--- config.mk ---
export PLATFORM = sky130hd
export DESIGN_NAME = rtabr_regs
export DESIGN_NICKNAME = d
export VERILOG_FILES = /design/src/rtl/rtabr_pkg.sv /design/src/rtl/rtabr_tick_div.sv /design/src/rtl/rtabr_countdown.sv /design/src/rtl/rtabr_regs.sv
export SDC_FILE = /design/constraint.sdc
export NUM_CORES = 1
export LEC_CHECK = 0
export ABC_AREA = 1
export BUFFER_PORTS_ARGS = -buffer_cell sky130_fd_sc_hd__buf_4
export CAP_MARGIN = 10
export CORE_MARGIN = 2
export CORE_UTILIZATION = 57
export DETAILED_ROUTE_END_ITERATION = 6
export PLACE_DENSITY = 0.86
export SKIP_LAST_GASP = 1
export SYNTH_ARGS = -nofsm -noshare
export SYNTH_HDL_FRONTEND = slang
export SYNTH_SLANG_ARGS = --single-unit
--- constraint.sdc ---
create_clock -name pclk -period 2.31 [get_ports pclk]
set_input_delay 0.3465 -clock pclk [delete_from_list [all_inputs] [get_ports pclk]]
set_output_delay 0.3465 -clock pclk [all_outputs]
set_load 0.05 [all_outputs]
--- src/rtl/rtabr_pkg.sv ---
// Package: register indices, field positions, reset values and timing counts
// for the terminal address / self-test / reset / time-tag register bank.
// Assumes a 200 MHz pclk and a 32-bit APB slave with one word per register.
package rtabr_pkg;

  // ****************************************************************
  // Register indices (byte address is four times the index)
  // ****************************************************************
  localparam logic [3:0] IDX_ADDR_CTRL = 4'hA;
  localparam logic [3:0] IDX_SELF_TEST = 4'hB;
  localparam logic [3:0] IDX_PROG_RESET = 4'hC;
  localparam logic [3:0] IDX_TAG_CLEAR = 4'hD;
  localparam logic [3:0] IDX_TEST_STATUS = 4'hE;
  localparam logic [3:0] IDX_TEST_RESULT = 4'hF;

  // ****************************************************************
  // Field positions of the address/control register
  // ****************************************************************
  localparam int POS_INSTR = 15;
  localparam int POS_SOFT_BUSY = 14;
  localparam int POS_SUBSYS_FAIL = 13;
  localparam int POS_DBC_ACCEPT = 12;
  localparam int POS_TERM_FLAG = 11;
  localparam int POS_SERV_REQ = 10;
  localparam int POS_FORCED_BUSY = 9;
  localparam int POS_MODE_SEL = 8;
  localparam int POS_LOCKOUT = 7;
  localparam int POS_PAR_ERR = 6;
  localparam int POS_ADDR_PAR = 5;
  localparam int POS_ADDR_MSB = 4;

  // Self-test result word and status bits
  localparam int POS_FAIL_A = 14;
  localparam int POS_FAIL_B = 15;
  localparam int POS_TEST_BUSY = 0;
  localparam int POS_TEST_DONE = 1;

  // Reset value of the status flag bits 15..9
  localparam logic [6:0] FLAGS_RESET = 7'h00;

  // ****************************************************************
  // Timing
  // ****************************************************************
  localparam int CLK_MHZ = 200;
  localparam int SELF_TEST_US = 100;
  localparam int SELF_TEST_CYCLES = SELF_TEST_US * CLK_MHZ;
  localparam int PROG_RESET_US = 1;
  // Held well inside the sub-microsecond bound
  localparam int PROG_RESET_CYCLES = (PROG_RESET_US * CLK_MHZ) / 2;
  localparam int TAG_TICK_US = 64;
  localparam int TAG_TICK_CYCLES = TAG_TICK_US * CLK_MHZ;
  localparam int TAG_WIDTH = 8;

endpackage

--- src/rtl/rtabr_tick_div.sv ---
// Divider that emits a one-cycle enable pulse every PERIOD cycles.
// Assumes a single clock; clear restarts the count from zero.
`timescale 1ns/1ps
module rtabr_tick_div #(
  parameter int PERIOD = 12800
) (
  input wire logic pclk,
  input wire logic presetn,
  input wire logic clear,
  output logic tick
);

  logic [31:0] count;
  wire last = (count == 32'(PERIOD - 1));

  always_ff @(posedge pclk or negedge presetn) begin
    if (!presetn) begin
      count <= 32'h0;
    end else if (clear || last) begin
      count <= 32'h0;
    end else begin
      count <= count + 32'h1;
    end
  end

  assign tick = last && !clear;

endmodule // rtabr_tick_div

--- src/rtl/rtabr_countdown.sv ---
// Load-and-run down counter; busy while nonzero, done pulses at expiry.
// Assumes a single clock and a load that may restart a running count.
`timescale 1ns/1ps
module rtabr_countdown #(
  parameter int CYCLES = 20000
) (
  input wire logic pclk,
  input wire logic presetn,
  input wire logic load,
  output logic busy,
  output logic done
);

  logic [31:0] remain;

  always_ff @(posedge pclk or negedge presetn) begin
    if (!presetn) begin
      remain <= 32'h0;
    end else if (load) begin
      remain <= 32'(CYCLES);
    end else if (remain != 32'h0) begin
      remain <= remain - 32'h1;
    end
  end

  assign busy = (remain != 32'h0);
  assign done = (remain == 32'h1) && !load;

endmodule // rtabr_countdown

--- src/rtl/rtabr_regs.sv ---
// Terminal address, status flag, self-test, programmed reset and time-tag
// register bank with an APB slave. Assumes synchronous pin inputs on pclk
// and a protocol engine that consumes the status flags and strobes.
//
// What this block does
// - Instrumentation control bit sets status word instrumentation bit.
// - Soft busy bit sets status busy; transfers continue.
// - Subsystem fail bit sets status flag and, in terminal mode, logs in message status.
// - Acceptance bit reports bus control acceptance on mode code; host takes over.
// - Terminal flag from control bit or from a failed self-test.
// - Service request bit sets status word service request bit.
// - Forced busy sets status busy and blocks subsystem transfers.
// - Mode-select bit reads the controller/terminal select pin level.
// - Lockout bit mirrors lockout pin; writes ignored.
// - Lockout blocks host changes to the address; the mode-select bit follows its pin regardless.
// - Address parity checked after latch; error bit set on failure.
// - Parity bit makes address plus parity odd; supplied by host or pins.
// - Address loads from pins at master reset; writes replace it.
// - Any self-test write launches a 100 us test; busy bit shows it.
// - Self-test loops encoder to decoders; A fail bit 14, B bit 15.
// - In terminal mode, bus commands ignored during self-test.
// - Programmed reset resets codec and protocol under 1 us; registers kept.
// - Programmed reset like reset-terminal mode code, but processing halts.
// - Timer reset write clears time tag; counting resumes at once.
// - Eight-bit free-running time tag increments every 64 us.
// - Status option input decides if flag bits affect status words.
// - Self-test completion raises high-priority interrupt when enabled.
//
// Design decisions made here: the APB slave port and the address map.
`timescale 1ns/1ps
module rtabr_regs #(
  parameter int SELF_TEST_CYCLES = rtabr_pkg::SELF_TEST_CYCLES,
  parameter int TAG_TICK_CYCLES = rtabr_pkg::TAG_TICK_CYCLES,
  parameter int PROG_RESET_CYCLES = rtabr_pkg::PROG_RESET_CYCLES
) (
  input wire logic pclk,
  input wire logic presetn,
  // APB slave
  input wire logic psel,
  input wire logic penable,
  input wire logic pwrite,
  input wire logic [7:0] paddr,
  input wire logic [31:0] pwdata,
  output logic [31:0] prdata,
  output logic pready,
  output logic pslverr,
  // Pins
  input wire logic [4:0] terminal_address_inputs,
  input wire logic terminal_address_parity_input,
  input wire logic controller_terminal_select_pin,
  input wire logic lockout_pin,
  input wire logic status_option_mode_input,
  input wire logic controller_mode_active,
  input wire logic end_of_test_enable,
  // Self-test loopback results from the decoders
  input wire logic loop_fail_a,
  input wire logic loop_fail_b,
  // Status word flags to the protocol engine
  output logic status_instrumentation,
  output logic status_busy,
  output logic status_subsystem_flag,
  output logic status_bus_control_accept,
  output logic status_terminal_flag,
  output logic status_service_request,
  output logic message_subsystem_fail,
  output logic subsystem_transfer_inhibit,
  output logic [4:0] terminal_address,
  output logic terminal_address_parity_error,
  output logic self_test_running,
  output logic self_test_loopback,
  output logic ignore_bus_commands,
  output logic codec_protocol_reset,
  output logic command_processing_halt,
  output logic end_of_test_irq,
  output logic [7:0] time_tag
);

  // ****************************************************************
  // Bus decode
  // ****************************************************************
  wire access = psel && penable;
  wire [5:0] word_idx = paddr[7:2];
  wire wr = access && pwrite;
  wire sel_ctrl = (word_idx == {2'h0, rtabr_pkg::IDX_ADDR_CTRL});
  wire sel_test = (word_idx == {2'h0, rtabr_pkg::IDX_SELF_TEST});
  wire sel_prst = (word_idx == {2'h0, rtabr_pkg::IDX_PROG_RESET});
  wire sel_tclr = (word_idx == {2'h0, rtabr_pkg::IDX_TAG_CLEAR});
  wire sel_stat = (word_idx == {2'h0, rtabr_pkg::IDX_TEST_STATUS});
  wire sel_res = (word_idx == {2'h0, rtabr_pkg::IDX_TEST_RESULT});
  wire mapped = sel_ctrl | sel_test | sel_prst | sel_tclr | sel_stat | sel_res;

  wire wr_ctrl = wr && sel_ctrl;
  wire start_test = wr && sel_test;
  wire start_prst = wr && sel_prst;
  wire clear_tag = wr && sel_tclr;

  // Every register answers at once, so the slave never inserts wait states
  assign pready = 1'b1;
  // Unmapped accesses are flagged but otherwise change nothing
  assign pslverr = access && !mapped;

  // ****************************************************************
  // Address/control register
  // ****************************************************************
  logic [6:0] flags;
  logic [4:0] addr_q;
  logic addr_par_q;
  logic par_err;
  logic par_check;
  logic strap_pending;

  // Lockout freezes the address; the flag bits stay writable
  wire addr_write = wr_ctrl && !lockout_pin;

  always_ff @(posedge pclk or negedge presetn) begin
    if (!presetn) begin
      flags <= rtabr_pkg::FLAGS_RESET;
    end else if (wr_ctrl) begin
      flags <= pwdata[rtabr_pkg::POS_INSTR:rtabr_pkg::POS_FORCED_BUSY];
    end
  end

  // Pins are caught one clock after reset release, never under reset
  always_ff @(posedge pclk or negedge presetn) begin
    if (!presetn) begin
      strap_pending <= 1'b1;
      addr_q <= 5'h00;
      addr_par_q <= 1'b0;
    end else if (strap_pending) begin
      strap_pending <= 1'b0;
      addr_q <= terminal_address_inputs;
      addr_par_q <= terminal_address_parity_input;
    end else if (addr_write) begin
      addr_q <= pwdata[rtabr_pkg::POS_ADDR_MSB:0];
      addr_par_q <= pwdata[rtabr_pkg::POS_ADDR_PAR];
    end
  end

  // Parity is judged the cycle after each latch
  // Under lockout the address cannot move, so the last verdict stays valid
  wire odd_ok = ^{addr_q, addr_par_q};
  always_ff @(posedge pclk or negedge presetn) begin
    if (!presetn) begin
      par_check <= 1'b0;
      par_err <= 1'b0;
    end else begin
      par_check <= strap_pending || addr_write;
      if (par_check) begin
        par_err <= !odd_ok;
      end
    end
  end

  // ****************************************************************
  // Self-test
  // ****************************************************************
  logic test_done;
  logic test_done_flag;
  logic [1:0] fail_ab;

  rtabr_countdown #(
    .CYCLES(SELF_TEST_CYCLES)
  ) u_test_timer (
    .pclk(pclk),
    .presetn(presetn),
    .load(start_test),
    .busy(self_test_running),
    .done(test_done)
  );

  always_ff @(posedge pclk or negedge presetn) begin
    if (!presetn) begin
      fail_ab <= 2'h0;
      test_done_flag <= 1'b0;
    end else if (start_test) begin
      fail_ab <= 2'h0;
      test_done_flag <= 1'b0;
    end else if (self_test_running) begin
      // Failures accumulate over the whole run; a one-cycle glitch still counts
      fail_ab <= fail_ab | {loop_fail_b, loop_fail_a};
      test_done_flag <= test_done;
    end
  end

  assign self_test_loopback = self_test_running;
  assign ignore_bus_commands = self_test_running && !controller_mode_active;
  // Registered so an edge-triggered interrupt controller sees a clean pulse
  always_ff @(posedge pclk or negedge presetn) begin
    if (!presetn) begin
      end_of_test_irq <= 1'b0;
    end else begin
      end_of_test_irq <= test_done && end_of_test_enable;
    end
  end
  wire test_failed = test_done_flag && (fail_ab != 2'h0);

  // ****************************************************************
  // Programmed reset
  // ****************************************************************
  logic halt_q;

  rtabr_countdown #(
    .CYCLES(PROG_RESET_CYCLES)
  ) u_prst_timer (
    .pclk(pclk),
    .presetn(presetn),
    .load(start_prst),
    .busy(codec_protocol_reset),
    .done()
  );

  // Processing stays halted until the host starts a self-test or resets
  always_ff @(posedge pclk or negedge presetn) begin
    if (!presetn) begin
      halt_q <= 1'b0;
    end else if (start_prst) begin
      halt_q <= 1'b1;
    end else if (start_test) begin
      halt_q <= 1'b0;
    end
  end
  assign command_processing_halt = halt_q;

  // ****************************************************************
  // Time tag
  // ****************************************************************
  logic tag_tick;
  logic [rtabr_pkg::TAG_WIDTH-1:0] tag_q;

  // A clear restarts the prescaler too, so the first step after it is a full period
  rtabr_tick_div #(
    .PERIOD(TAG_TICK_CYCLES)
  ) u_tag_div (
    .pclk(pclk),
    .presetn(presetn),
    .clear(clear_tag),
    .tick(tag_tick)
  );

  always_ff @(posedge pclk or negedge presetn) begin
    if (!presetn) begin
      tag_q <= 8'h00;
    end else if (clear_tag) begin
      tag_q <= 8'h00;
    end else if (tag_tick) begin
      tag_q <= tag_q + 8'h01;
    end
  end
  assign time_tag = tag_q;

  // ****************************************************************
  // Status flags
  // ****************************************************************
  // With the option input low the software flags do not reach the status word
  wire opt = status_option_mode_input;
  logic test_fail_seen;
  always_ff @(posedge pclk or negedge presetn) begin
    if (!presetn) begin
      test_fail_seen <= 1'b0;
    end else if (start_test) begin
      test_fail_seen <= 1'b0;
    end else if (test_failed) begin
      test_fail_seen <= 1'b1;
    end
  end

  // Option gate per flag bit; the self-test terminal flag bypasses it
  logic [6:0] flag_gated;
  for (genvar g = 0; g < 7; g++) begin : g_flag_gate
    assign flag_gated[g] = opt && flags[g];
  end

  wire f_instr = flag_gated[rtabr_pkg::POS_INSTR - 9];
  wire f_sbusy = flag_gated[rtabr_pkg::POS_SOFT_BUSY - 9];
  wire f_ssf = flag_gated[rtabr_pkg::POS_SUBSYS_FAIL - 9];
  wire f_dbca = flag_gated[rtabr_pkg::POS_DBC_ACCEPT - 9];
  wire f_tf = flag_gated[rtabr_pkg::POS_TERM_FLAG - 9];
  wire f_sr = flag_gated[rtabr_pkg::POS_SERV_REQ - 9];
  wire f_fbusy = flag_gated[rtabr_pkg::POS_FORCED_BUSY - 9];

  wire next_instr = f_instr;
  wire next_busy = f_sbusy || f_fbusy;
  wire next_ssf = f_ssf;
  wire next_msg_ssf = f_ssf && !controller_mode_active;
  wire next_dbca = f_dbca;
  wire next_tf = f_tf || test_fail_seen;
  wire next_sr = f_sr;
  wire next_inhibit = f_fbusy;

  // ****************************************************************
  // Status word outputs
  // ****************************************************************
  // Registered so the protocol engine never samples a half-updated flag set;
  // flags therefore reach the status word one clock after the write lands
  always_ff @(posedge pclk or negedge presetn) begin
    if (!presetn) begin
      status_instrumentation <= 1'b0;
      status_busy <= 1'b0;
      status_subsystem_flag <= 1'b0;
      message_subsystem_fail <= 1'b0;
      status_bus_control_accept <= 1'b0;
      status_terminal_flag <= 1'b0;
      status_service_request <= 1'b0;
      subsystem_transfer_inhibit <= 1'b0;
    end else begin
      status_instrumentation <= next_instr;
      status_busy <= next_busy;
      status_subsystem_flag <= next_ssf;
      message_subsystem_fail <= next_msg_ssf;
      status_bus_control_accept <= next_dbca;
      status_terminal_flag <= next_tf;
      status_service_request <= next_sr;
      subsystem_transfer_inhibit <= next_inhibit;
    end
  end
  assign terminal_address = addr_q;
  assign terminal_address_parity_error = par_err;

  // ****************************************************************
  // Read mux
  // ****************************************************************
  // Read-only bits come from pins and logic, so writes cannot reach them
  wire [15:0] ctrl_rd = {flags,
                         controller_terminal_select_pin,
                         lockout_pin,
                         par_err,
                         addr_par_q,
                         addr_q};
  wire [15:0] res_rd = {fail_ab[1], fail_ab[0], 14'h0000};
  wire [15:0] stat_rd = {14'h0000, test_done_flag, self_test_running};
  // Strobe registers read zero
  wire [15:0] rd_sel = sel_ctrl ? ctrl_rd :
                       sel_res ? res_rd :
                       sel_stat ? stat_rd : 16'h0000;

  always_ff @(posedge pclk or negedge presetn) begin
    if (!presetn) begin
      prdata <= 32'h0000_0000;
    end else if (psel && !penable && !pwrite) begin
      prdata <= {16'h0000, rd_sel};
    end
  end

endmodule // rtabr_regs

==> parameters.txt, run 1 <==
Parameter                              Value

Status
  Result of the run ... complete, no violations

Setup path
  CP Capture Type ... output pin
  Length in cells of the worst reg-to-reg path ... 10
  Crit Reg-Reg Startpoint ... u_tag_div.count[0]
  Reg-to-reg setup timing slack ... approximately 0.34 ns
  Critical Path Max Stage Delay ... 0.40 ns
  Capture instance of the worst register-to-register path ... u_tag_div.count[10]
  Slowest stage cell, crit path ... dfrtp_1
  Worst Path Required ... roughly 2 ns
  Series of cell instances along the critical path ... inv_1 -> ha_2 -> nand2_1 -> nor2_2 -> nand4_1 -> buf_4
  Arrival time at the worst endpoint ... about 1.9 ns
  Startpoint class of the critical path ... register
  Worst setup path class ... reg -> out
  Critical path fanouts, max ... 5

Clocking
  Number of clock buffers inserted by TritonCTS ... 17
  Clock sink count ... 150
  Clock network latency to the later pin of the worst-skew pair ... approximately 0.43 ns
  Maximum buffer depth of the clock tree ... 2
  H-tree depth ... 4
  Clock tree root buffer cell ... clkbuf_16
  Clock-pin transition on the worst setup and hold timing paths ... ~0.060 ns
  Clock tree from TritonCTS ... built

Floorplanning
  Vert. Die Dim ... 126.3 um
  Core Footprint ... between 0.01 and 0.015 mm2
  I/O pin count ... 120
  Row cnt ... 44
  Die Outline Area ... 0.01596 mm2
  Chip width ... between 100 and 150 um
  Initial standard-cell utilization of the core ... 58.48%

Logic synthesis
  Register area share after synthesis ... between 40% and 50%
  Synthesized area per cell ... roughly 7.5 um2
  Number of warning messages in the yosys log ... 0
  Post-synth ARST share ... 100.0%
  Synth unique cells ... 42
  Mapped cell area ... 0.008532 mm2
  Post-synthesis instance total ... between 1000 and 1500
  Primary FF master, synth ... dfrtp_1
  Register bit total from synthesis ... 150
  Number of enable-type register cells in the synthesized netlist ... 0

Flow run
  Number of violations of the max-capacitance limit ... 0

Placement
  Post-DP HPWL ... approximately 14 mm
  Post-place instance area ... between 0.009 and 0.01 mm2
  Placer's final routability congestion estimate ... between 0.9 and 1
  Port Buffers ... 81
  Post-placement worst setup slack ... 0.2712 ns

Drt
  DRC Markers ... 0
  Number of DRC markers after the initial detailed-route iteration ... 704
  Total wire length after detailed routing ... slightly above 20 mm
  Detailed Routing Iterations Pass 1 ... 6
  Via density per instance ... 5.388
  Count of vias placed by the detailed router ... approximately 7700
  WL per Instance ... between 10 and 15 um
  Antenna-violating nets left ... 0

Timing
  Final Slew Violations ... 0
  Final critical delay including setup and external delays ... roughly 2.2 ns
  Final setup vio count ... 0
  Least setup slack across all paths after layout ... between 0.08 and 0.09 ns
  Maximum achievable frequency ... 0.4489 GHz
  Headroom to the max-slew limit ... 55.34%
  Final Skew ... 0.007633 ns
  Post-route fraction of the period consumed by the critical path ... 96.43%
  Hold violation count in the final report ... 0
  Tightest Pin Transition ... 0.6648 ns

Finish
  Core occupancy in the finished layout ... around two thirds
  Fraction of layout cells with a size suffix above 1 ... 15.41%
  Synth-to-layout area growth ... 15.93%
  Number of inserted diodes ... 0
  Finished Cell Area ... ~0.01 mm2
  Layout fillers ... roughly 1100
  NumNets Final ... 1296

Global routing
  Initial antenna violation count ... 0
  Pin count of the biggest net entering global routing ... 67
  Vias in the first global route ... 7369
  Global-route wire length before repair ... about 34 mm
  Total global-route track usage ... between 20% and 30%
  Global-route congestion overflow total ... 0

Worst hold path
  Depth of the worst hold-timing path ... 2
  Start point of the worst min-delay path ... controller_mode_active
  Min-Delay Endpoint ... message_subsystem_fail
  Kind of path behind the tightest hold check ... in -> reg

Pwr
  Power Total ... around 8500 uW
  Maximum ir drop on the vdd rail ... around 0.6 mV
  Power Dens Cells ... 855.1 mW/mm2
  Leakage power ... just under 0.005 uW
==> layout by cell type (no fill, tap or decap), drive strengths merged <==
| cell type | count |
|---|---|
| nand2 | 293 |
| nor2 | 255 |
| dfrtp | 149 |
| inv | 122 |
| buf | 92 |
| nand3 | 80 |
| nor3 | 38 |
| xor2 | 34 |
| nand4 | 27 |
| o21ai | 26 |
| clkbuf | 20 |
| o21bai | 19 |
| conb | 18 |
| a21oi | 17 |
| xnor2 | 10 |
| o31ai | 10 |
| or2 | 9 |
| mux2 | 6 |
| clkinv | 5 |
| ha | 5 |
| clkinvlp | 3 |
| nand3b | 2 |
| and3 | 1 |
| nor3b | 1 |
| a21boi | 1 |
| bufinv | 1 |
| dlygate4sd3 | 1 |
| dfstp | 1 |
==> layer usage <==
layer	GRT usage [%]	wire length (um)	vias to the layer above
li1	-	-	3769
met1	34.18	8636	3624
met2	43.94	10040	263
met3	4.892	1050	49
met4	9.696	486	0
met5	0	0	-
==> critical path: cells and delay by family (launching register included) <==
kind,cells,cell delay (ns)
buf+inv,2,0.34
simple gates,3,0.46
fa+ha+maj,1,0.25
flops,1,0.40
==> registers in the layout, indices dropped and copies added, names as in the netlist, 2 cells and up <==
register / count
prdata: 16
time_tag: 8
u_prst_timer.remain: 32
flags: 7
fail_ab: 2
terminal_address: 5
u_tag_div.count: 32
u_test_timer.remain: 32
==> cell families (layout without fill, tap and decap cells) <==
kind of cell / count (synthesis) / after routing / synth area share (%)
buffers and inverters: 156 / 244 / 8.418
adders and majority gates: 5 / 5 / 0.7332
other: 2 / 18 / 0.08802
AOI/OAI and AO/OA: 73 / 73 / 5.294
muxes: 6 / 6 / 0.7918
xor gates and xnor gates: 44 / 44 / 4.517
and+or+nand+nor: 706 / 706 / 36.15
DFF: 150 / 150 / 44.01
==> cells in the mapped netlist, types with 5 or more instances <==
| cell type | instances | area [um2] |
|---|---|---|
| xnor2_1 | 10 | 87.58 |
| xor2_1 | 34 | 297.8 |
| clkbuf_1 | 9 | 33.78 |
| nand3_1 | 77 | 385.4 |
| nand2_1 | 285 | 1070 |
| nor2_1 | 237 | 889.6 |
| ha_1 | 5 | 62.56 |
| mux2_2 | 6 | 67.56 |
| o21bai_1 | 18 | 135.1 |
| nor3_1 | 35 | 175.2 |
| a21oi_1 | 17 | 85.08 |
| nor2_4 | 6 | 67.56 |
| o21ai_0 | 26 | 130.1 |
| nand2_2 | 6 | 37.54 |
| nor2_2 | 10 | 62.56 |
| nand4_1 | 26 | 162.7 |
| buf_4 | 19 | 142.6 |
| or2_2 | 9 | 56.30 |
| o31ai_1 | 10 | 75.07 |
| inv_1 | 111 | 416.7 |
| dfrtp_1 | 149 | 3729 |
==> worst max-delay path by stage <==
stage | startpoint | end | slack, ns
2_1_floorplan | u_test_timer.remain[0] | ignore_bus_commands | 0.18
3_3_place_gp | u_test_timer.remain[0] | test_done_flag | 0.32
3_5_place_dp | u_test_timer.remain[0] | u_test_timer.remain[22] | 0.27
4_1_cts | u_test_timer.remain[13] | self_test_running | 0.02
5_1_grt | u_prst_timer.remain[0] | codec_protocol_reset | -0.003
6_report | u_prst_timer.remain[0] | codec_protocol_reset | 0.08
==> layout make-up <==
class / instances / area [um2] / area share (%)
clock buffers: 20 / 456.7 / 4.617
flip-flops and latches: 150 / 3755 / 37.96
well taps: 184 / 230.2 / 2.328
clock inverters: 12 / 118.9 / 1.202
inverters: 119 / 456.7 / 4.617
multi-input cells: 852 / 4156 / 42.02
repair buffers: 93 / 716.9 / 7.249
==> what timing repair did <==
item	4_1_cts	5_1_grt
buffers inserted	1	0
pin swaps	1	0
gates resized for setup	4	9
hold buffers	1	0
endpoints found under the hold margin	34	0
endpoints found under the setup margin	3	3
==> stage by stage <==
| step | setup TNS [ns] | instances | hold WS, ns |
|---|---|---|---|
| 2_1_floorplan | 0 | 1158 | 0.05091 |
| 3_3_place_gp | 0 | 1396 | 0.2621 |
| 3_5_place_dp | 0 | 1396 | 0.2624 |
| 4_1_cts | 0 | 1430 | 0.06678 |
| 5_1_grt | -0.003082 | 1430 | 0.06339 |
| 6_report | 0 | 1430 | 0.07447 |
==> where the power goes <==
part	total, uW	switching (uW)	internal (uW)
registers	3420	409	3010
logic	2320	1520	801
clock network	2720	1160	1560
Note: power is estimated with default switching activity, not from simulation.
==> inputs of run 2 (changes only) <==
ABC_AREA = unset   (was 1)
PLACE_DENSITY = 0.87   (was 0.86)
==> run 2 against run 1 <==
The flow now finishes with violations (setup timing). Cell area increased by 1.8%. Clock power grew 4%. Sequential power decreased by 1%. Largest power group unchanged.
==> parameters.txt, run 2 <==
Parameter                              Value

Setup path
  Arrival time at the worst endpoint ... 2.26 ns (+0.38 ns)
  Total buffers and inverters traversed by the critical path ... 3 (+1)
  Series of cell instances along the critical path ... inv_2 -> ha_4 -> or4b_4 -> nor4_4 -> and4_4 -> inv_4 -> buf_8
  Worst setup path class ... reg -> out
  CP Capture Type ... output pin
  Worst Path Required ... 1.96 ns (about the same)
  Critical path fanouts, max ... 4 (-1)
  Slowest stage cell, crit path ... or4b_4
  Top Family by Delay on Critical Path ... simple AND/OR/NAND/NOR gates
  Startpoint class of the critical path ... register
  Critical Path Max Stage Delay ... 0.48 ns (+0.08 ns)

Logic synthesis
  Register area share after synthesis ... 48.35% (+4.3 points)
  Mapped cell area ... 0.007766 mm2 (-9.0%)
  XOR/XNOR Fraction of Synth Area ... 5.413% (+0.90 points)
  Dominant combinational cell family by area after synthesis ... simple AND/OR/NAND/NOR gates
  Synth unique cells ... 60 (+43%)
  Fraction of synthesized area in multiplexers ... 2.707% (+1.9 points)
  Top area cells in the synthesized netlist ... dfrtp_1 48%, xnor2_1 4.5%, nor2_1 4.1%
  Synthesized area per cell ... 9.553 um2 (+28%)
  Post-synthesis instance total ... 813 (-29%)
  Number of enable-type register cells in the synthesized netlist ... 0 (unchanged)
  Library cell with the highest instance count after synthesis ... dfrtp_1
  Area fraction in and, or, nand and nor cells after synthesis ... 28.47% (-7.7 points)
  Primary FF master, synth ... dfrtp_1
  Share of synthesized cell area in full adder, half adder and majority cells ... 0.8055% (+0.072 points)
  Commonest cells in the synthesized netlist ... 149 x dfrtp_1, 85 x nor2_1, 79 x nand2_1, 46 x a21oi_1, 42 x or3_1
  Fraction of synthesized cell area taken by the top area cell type ... 48.01% (+4.3 points)
  Register bit total from synthesis ... 150 (unchanged)
  Post-synth ARST share ... 100.0% (unchanged)
  Top cell type by total area after synthesis ... dfrtp_1
  Number of warning messages in the yosys log ... 0 (unchanged)
  Share of the synthesized area in compound gates (AO/OA/AOI/OAI) ... 9.812% (+4.5 points)

Timing
  Headroom to the max-slew limit ... 55.49% (+0.15 points)
  Final Skew ... 0.008673 ns (+0.001040 ns)
  Hold Worst Slack ... 0.1266 ns (+0.05211 ns)
  Hold violation count in the final report ... 0 (unchanged)
  Least setup slack across all paths after layout ... -0.2934 ns (-0.3758 ns)
  Final setup vio count ... 12 (+12)
  Final Slew Violations ... 0 (unchanged)
  Tightest Pin Transition ... 0.6677 ns (+0.002869 ns)
  Final critical delay including setup and external delays ... 2.603 ns (+0.3758 ns)
  Post-route fraction of the period consumed by the critical path ... 112.7% (+16 points)
  Setup repair after global routing missed its margin ... true
  Maximum achievable frequency ... 0.3841 GHz (-14%)

Pwr
  Switching power ... 2448 uW (-21%)
  Internal power of the cells ... 5349 uW (-0.33%)
  Fraction of power spent switching nets ... 31.40% (-5.1 points)
  Part of the power in registers ... 43.2% (+2.8 points)
  Combinational power share ... 20.4% (-7.0 points)
  Maximum ir drop on the vdd rail ... 1.035 mV (+68%)
  Leakage power ... 0.004216 uW (-14%)
  Power Dens Cells ... 774.0 mW/mm2 (-9.5%)
  Clock network fraction of total power ... 36.4% (+4.2 points)

Placement
  Placer's final routability congestion estimate ... 0.8898 (-9.0%)
  Post-placement worst setup slack ... -0.02370 ns (-0.2949 ns)
  Post-DP HPWL ... 12.68 mm (-13%)
  Port Buffers ... 81 (unchanged)

Global routing
  Total global-route track usage ... 28.76% (+2.5 points)
  Global-route wire length before repair ... 33.51 mm (-2.3%)
  Initial antenna violation count ... 0 (unchanged)
  Pin count of the biggest net entering global routing ... 65 (-3.0%)
  Global-route congestion overflow total ... 0 (unchanged)
  Vias in the first global route ... 6882 (-6.6%)

Clocking
  Clock sink count ... 150 (unchanged)
  Clock-pin transition on the worst setup and hold timing paths ... 0.06 ns (about the same)
  H-tree depth ... 4 (unchanged)
  Clock tree root buffer cell ... clkbuf_16
  Clock network latency to the later pin of the worst-skew pair ... 0.42 ns (about the same)
  Maximum buffer depth of the clock tree ... 2 (unchanged)
  Clock tree from TritonCTS ... built
  Number of clock buffers inserted by TritonCTS ... 17 (unchanged)

Floorplanning
  Chip width ... 120.7 um (-4.4%)
  Row cnt ... 42 (-4.5%)
  I/O pin count ... 120 (unchanged)
  Vert. Die Dim ... 120.7 um (-4.4%)
  Core Footprint ... 0.01330 mm2 (-8.9%)
  Die Outline Area ... 0.01457 mm2 (-8.7%)
  Initial standard-cell utilization of the core ... 58.41% (-0.069 points)

Drt
  Via density per instance ... 6.158 (+14%)
  Count of vias placed by the detailed router ... 7094 (-7.9%)
  Detailed Routing Iterations Pass 1 ... 5 (-1)
  Antenna-violating nets left ... 0 (unchanged)
  Total wire length after detailed routing ... 21.26 mm (+5.2%)
  Number of DRC markers after the initial detailed-route iteration ... 684 (-2.8%)
  WL per Instance ... 18.45 um (+31%)
  DRC Markers ... 0 (unchanged)

Finish
  Number of inserted diodes ... 0 (unchanged)
  Synth-to-layout area growth ... 29.71%
  Largest registers ... u_prst_timer.remain (32), u_tag_div.count (32), u_test_timer.remain (32)
  Fraction of layout cells with a size suffix above 1 ... 29.20% (+14 points)
  Combined area of the multi-input logic cells ... 0.004036 mm2 (-2.9%)
  Leading cell types in the layout, fill and taps excluded ... 148 x dfrtp_1, 147 x buf_4, 84 x nor2_1
  Sequential Area ... 0.003756 mm2 (about the same)
  Layout fillers ... 777 (-31%)
  Most common cell after layout, fill and taps aside ... dfrtp_1
  NumNets Final ... 1027 (-21%)

Worst hold path
  Kind of path behind the tightest hold check ... in -> reg

Flow run
  Number of violations of the max-capacitance limit ... 0 (unchanged)

Status
  Violated checks ... setup timing
  Result of the run ... complete, but fails checks
-- run 2: layout make-up --
cell class              count  area share, %
multi-input cells         612          40.07
well taps                 176          2.186
clock inverters            14          1.751
repair buffers            169          13.94
flip-flops and latches    150          37.29
clock buffers              17          4.223
inverters                  14         0.5465
-- run 2: per-layer routing --
layer  share of wire (%)  routed length, um  GRT usage, %  vias to the layer above
met4                 3.0                639         10.97                        0
li1                    -                  -             -                     3203
met2                  51              10840         47.63                      321
met5                   0                  0             0                        -
met3                 6.3               1346         7.123                       60
met1                  40               8434         36.51                     3510
-- run 2: stage by stage --
| step | cells | util (%) | instance area [um2] | TNS (ns) | total power (uW) |
|---|---|---|---|---|---|
| 2_1_floorplan | 829 | - | 7831 | -0.3402 | 4137 |
| 3_3_place_gp | 1099 | 67.38 | 8959 | -0.004040 | 4562 |
| 3_5_place_dp | 1099 | 67.38 | 8959 | -0.06545 | 4628 |
| 4_1_cts | 1139 | 73.06 | 9713 | -1.294 | 7571 |
| 5_1_grt | 1152 | 75.77 | 10070 | -2.786 | 8101 |
| 6_report | 1152 | 75.77 | 10070 | -1.569 | 7797 |
-- run 2: path summary, 6_finish.rpt --
path                                         from                         to  slack (ns)  cells after the start
max                        u_test_timer.remain[1]          self_test_running       -0.29                      7
min                        controller_mode_active     message_subsystem_fail        0.13                      2
max reg2reg                u_prst_timer.remain[0]    u_prst_timer.remain[18]       -0.15                      8
min reg2reg                    u_tag_div.count[0]         u_tag_div.count[0]        0.46                      1
max in group asynchronous                 presetn        u_tag_div.count[28]        1.09                      3
min in group asynchronous                 presetn  status_bus_control_accept        0.50                      2
-- run 2: power by group through the flow --
stage	Sequential [uW]	Clock [uW]	Combinational (uW)
6_report	3370	2840	1590
5_1_grt	3400	2990	1710
4_1_cts	3310	2870	1390
3_5_place_dp	3340	0	1290
3_3_place_gp	3320	0	1240
2_1_floorplan	3430	0	708
-- run 2: timing repair --
item | 4_1_cts | 5_1_grt
hold buffers | 1 | 0
endpoints found under the setup margin | 16 | 67
buffers inserted | 9 | 12
pin swaps | 8 | 27
cloned | 0 | 3
hold endpoints to repair | 58 | 0
gates resized for setup | 23 | 51
-- run 2: kinds of logic after synthesis --
| family | Yosys count |
|---|---|
| xor+xnor | 48 |
| flops | 150 |
| mux | 20 |
| buf+inv | 67 |
| compound gates | 120 |
| fa+ha+maj | 5 |
| other cells | 2 |
| simple gates | 401 |
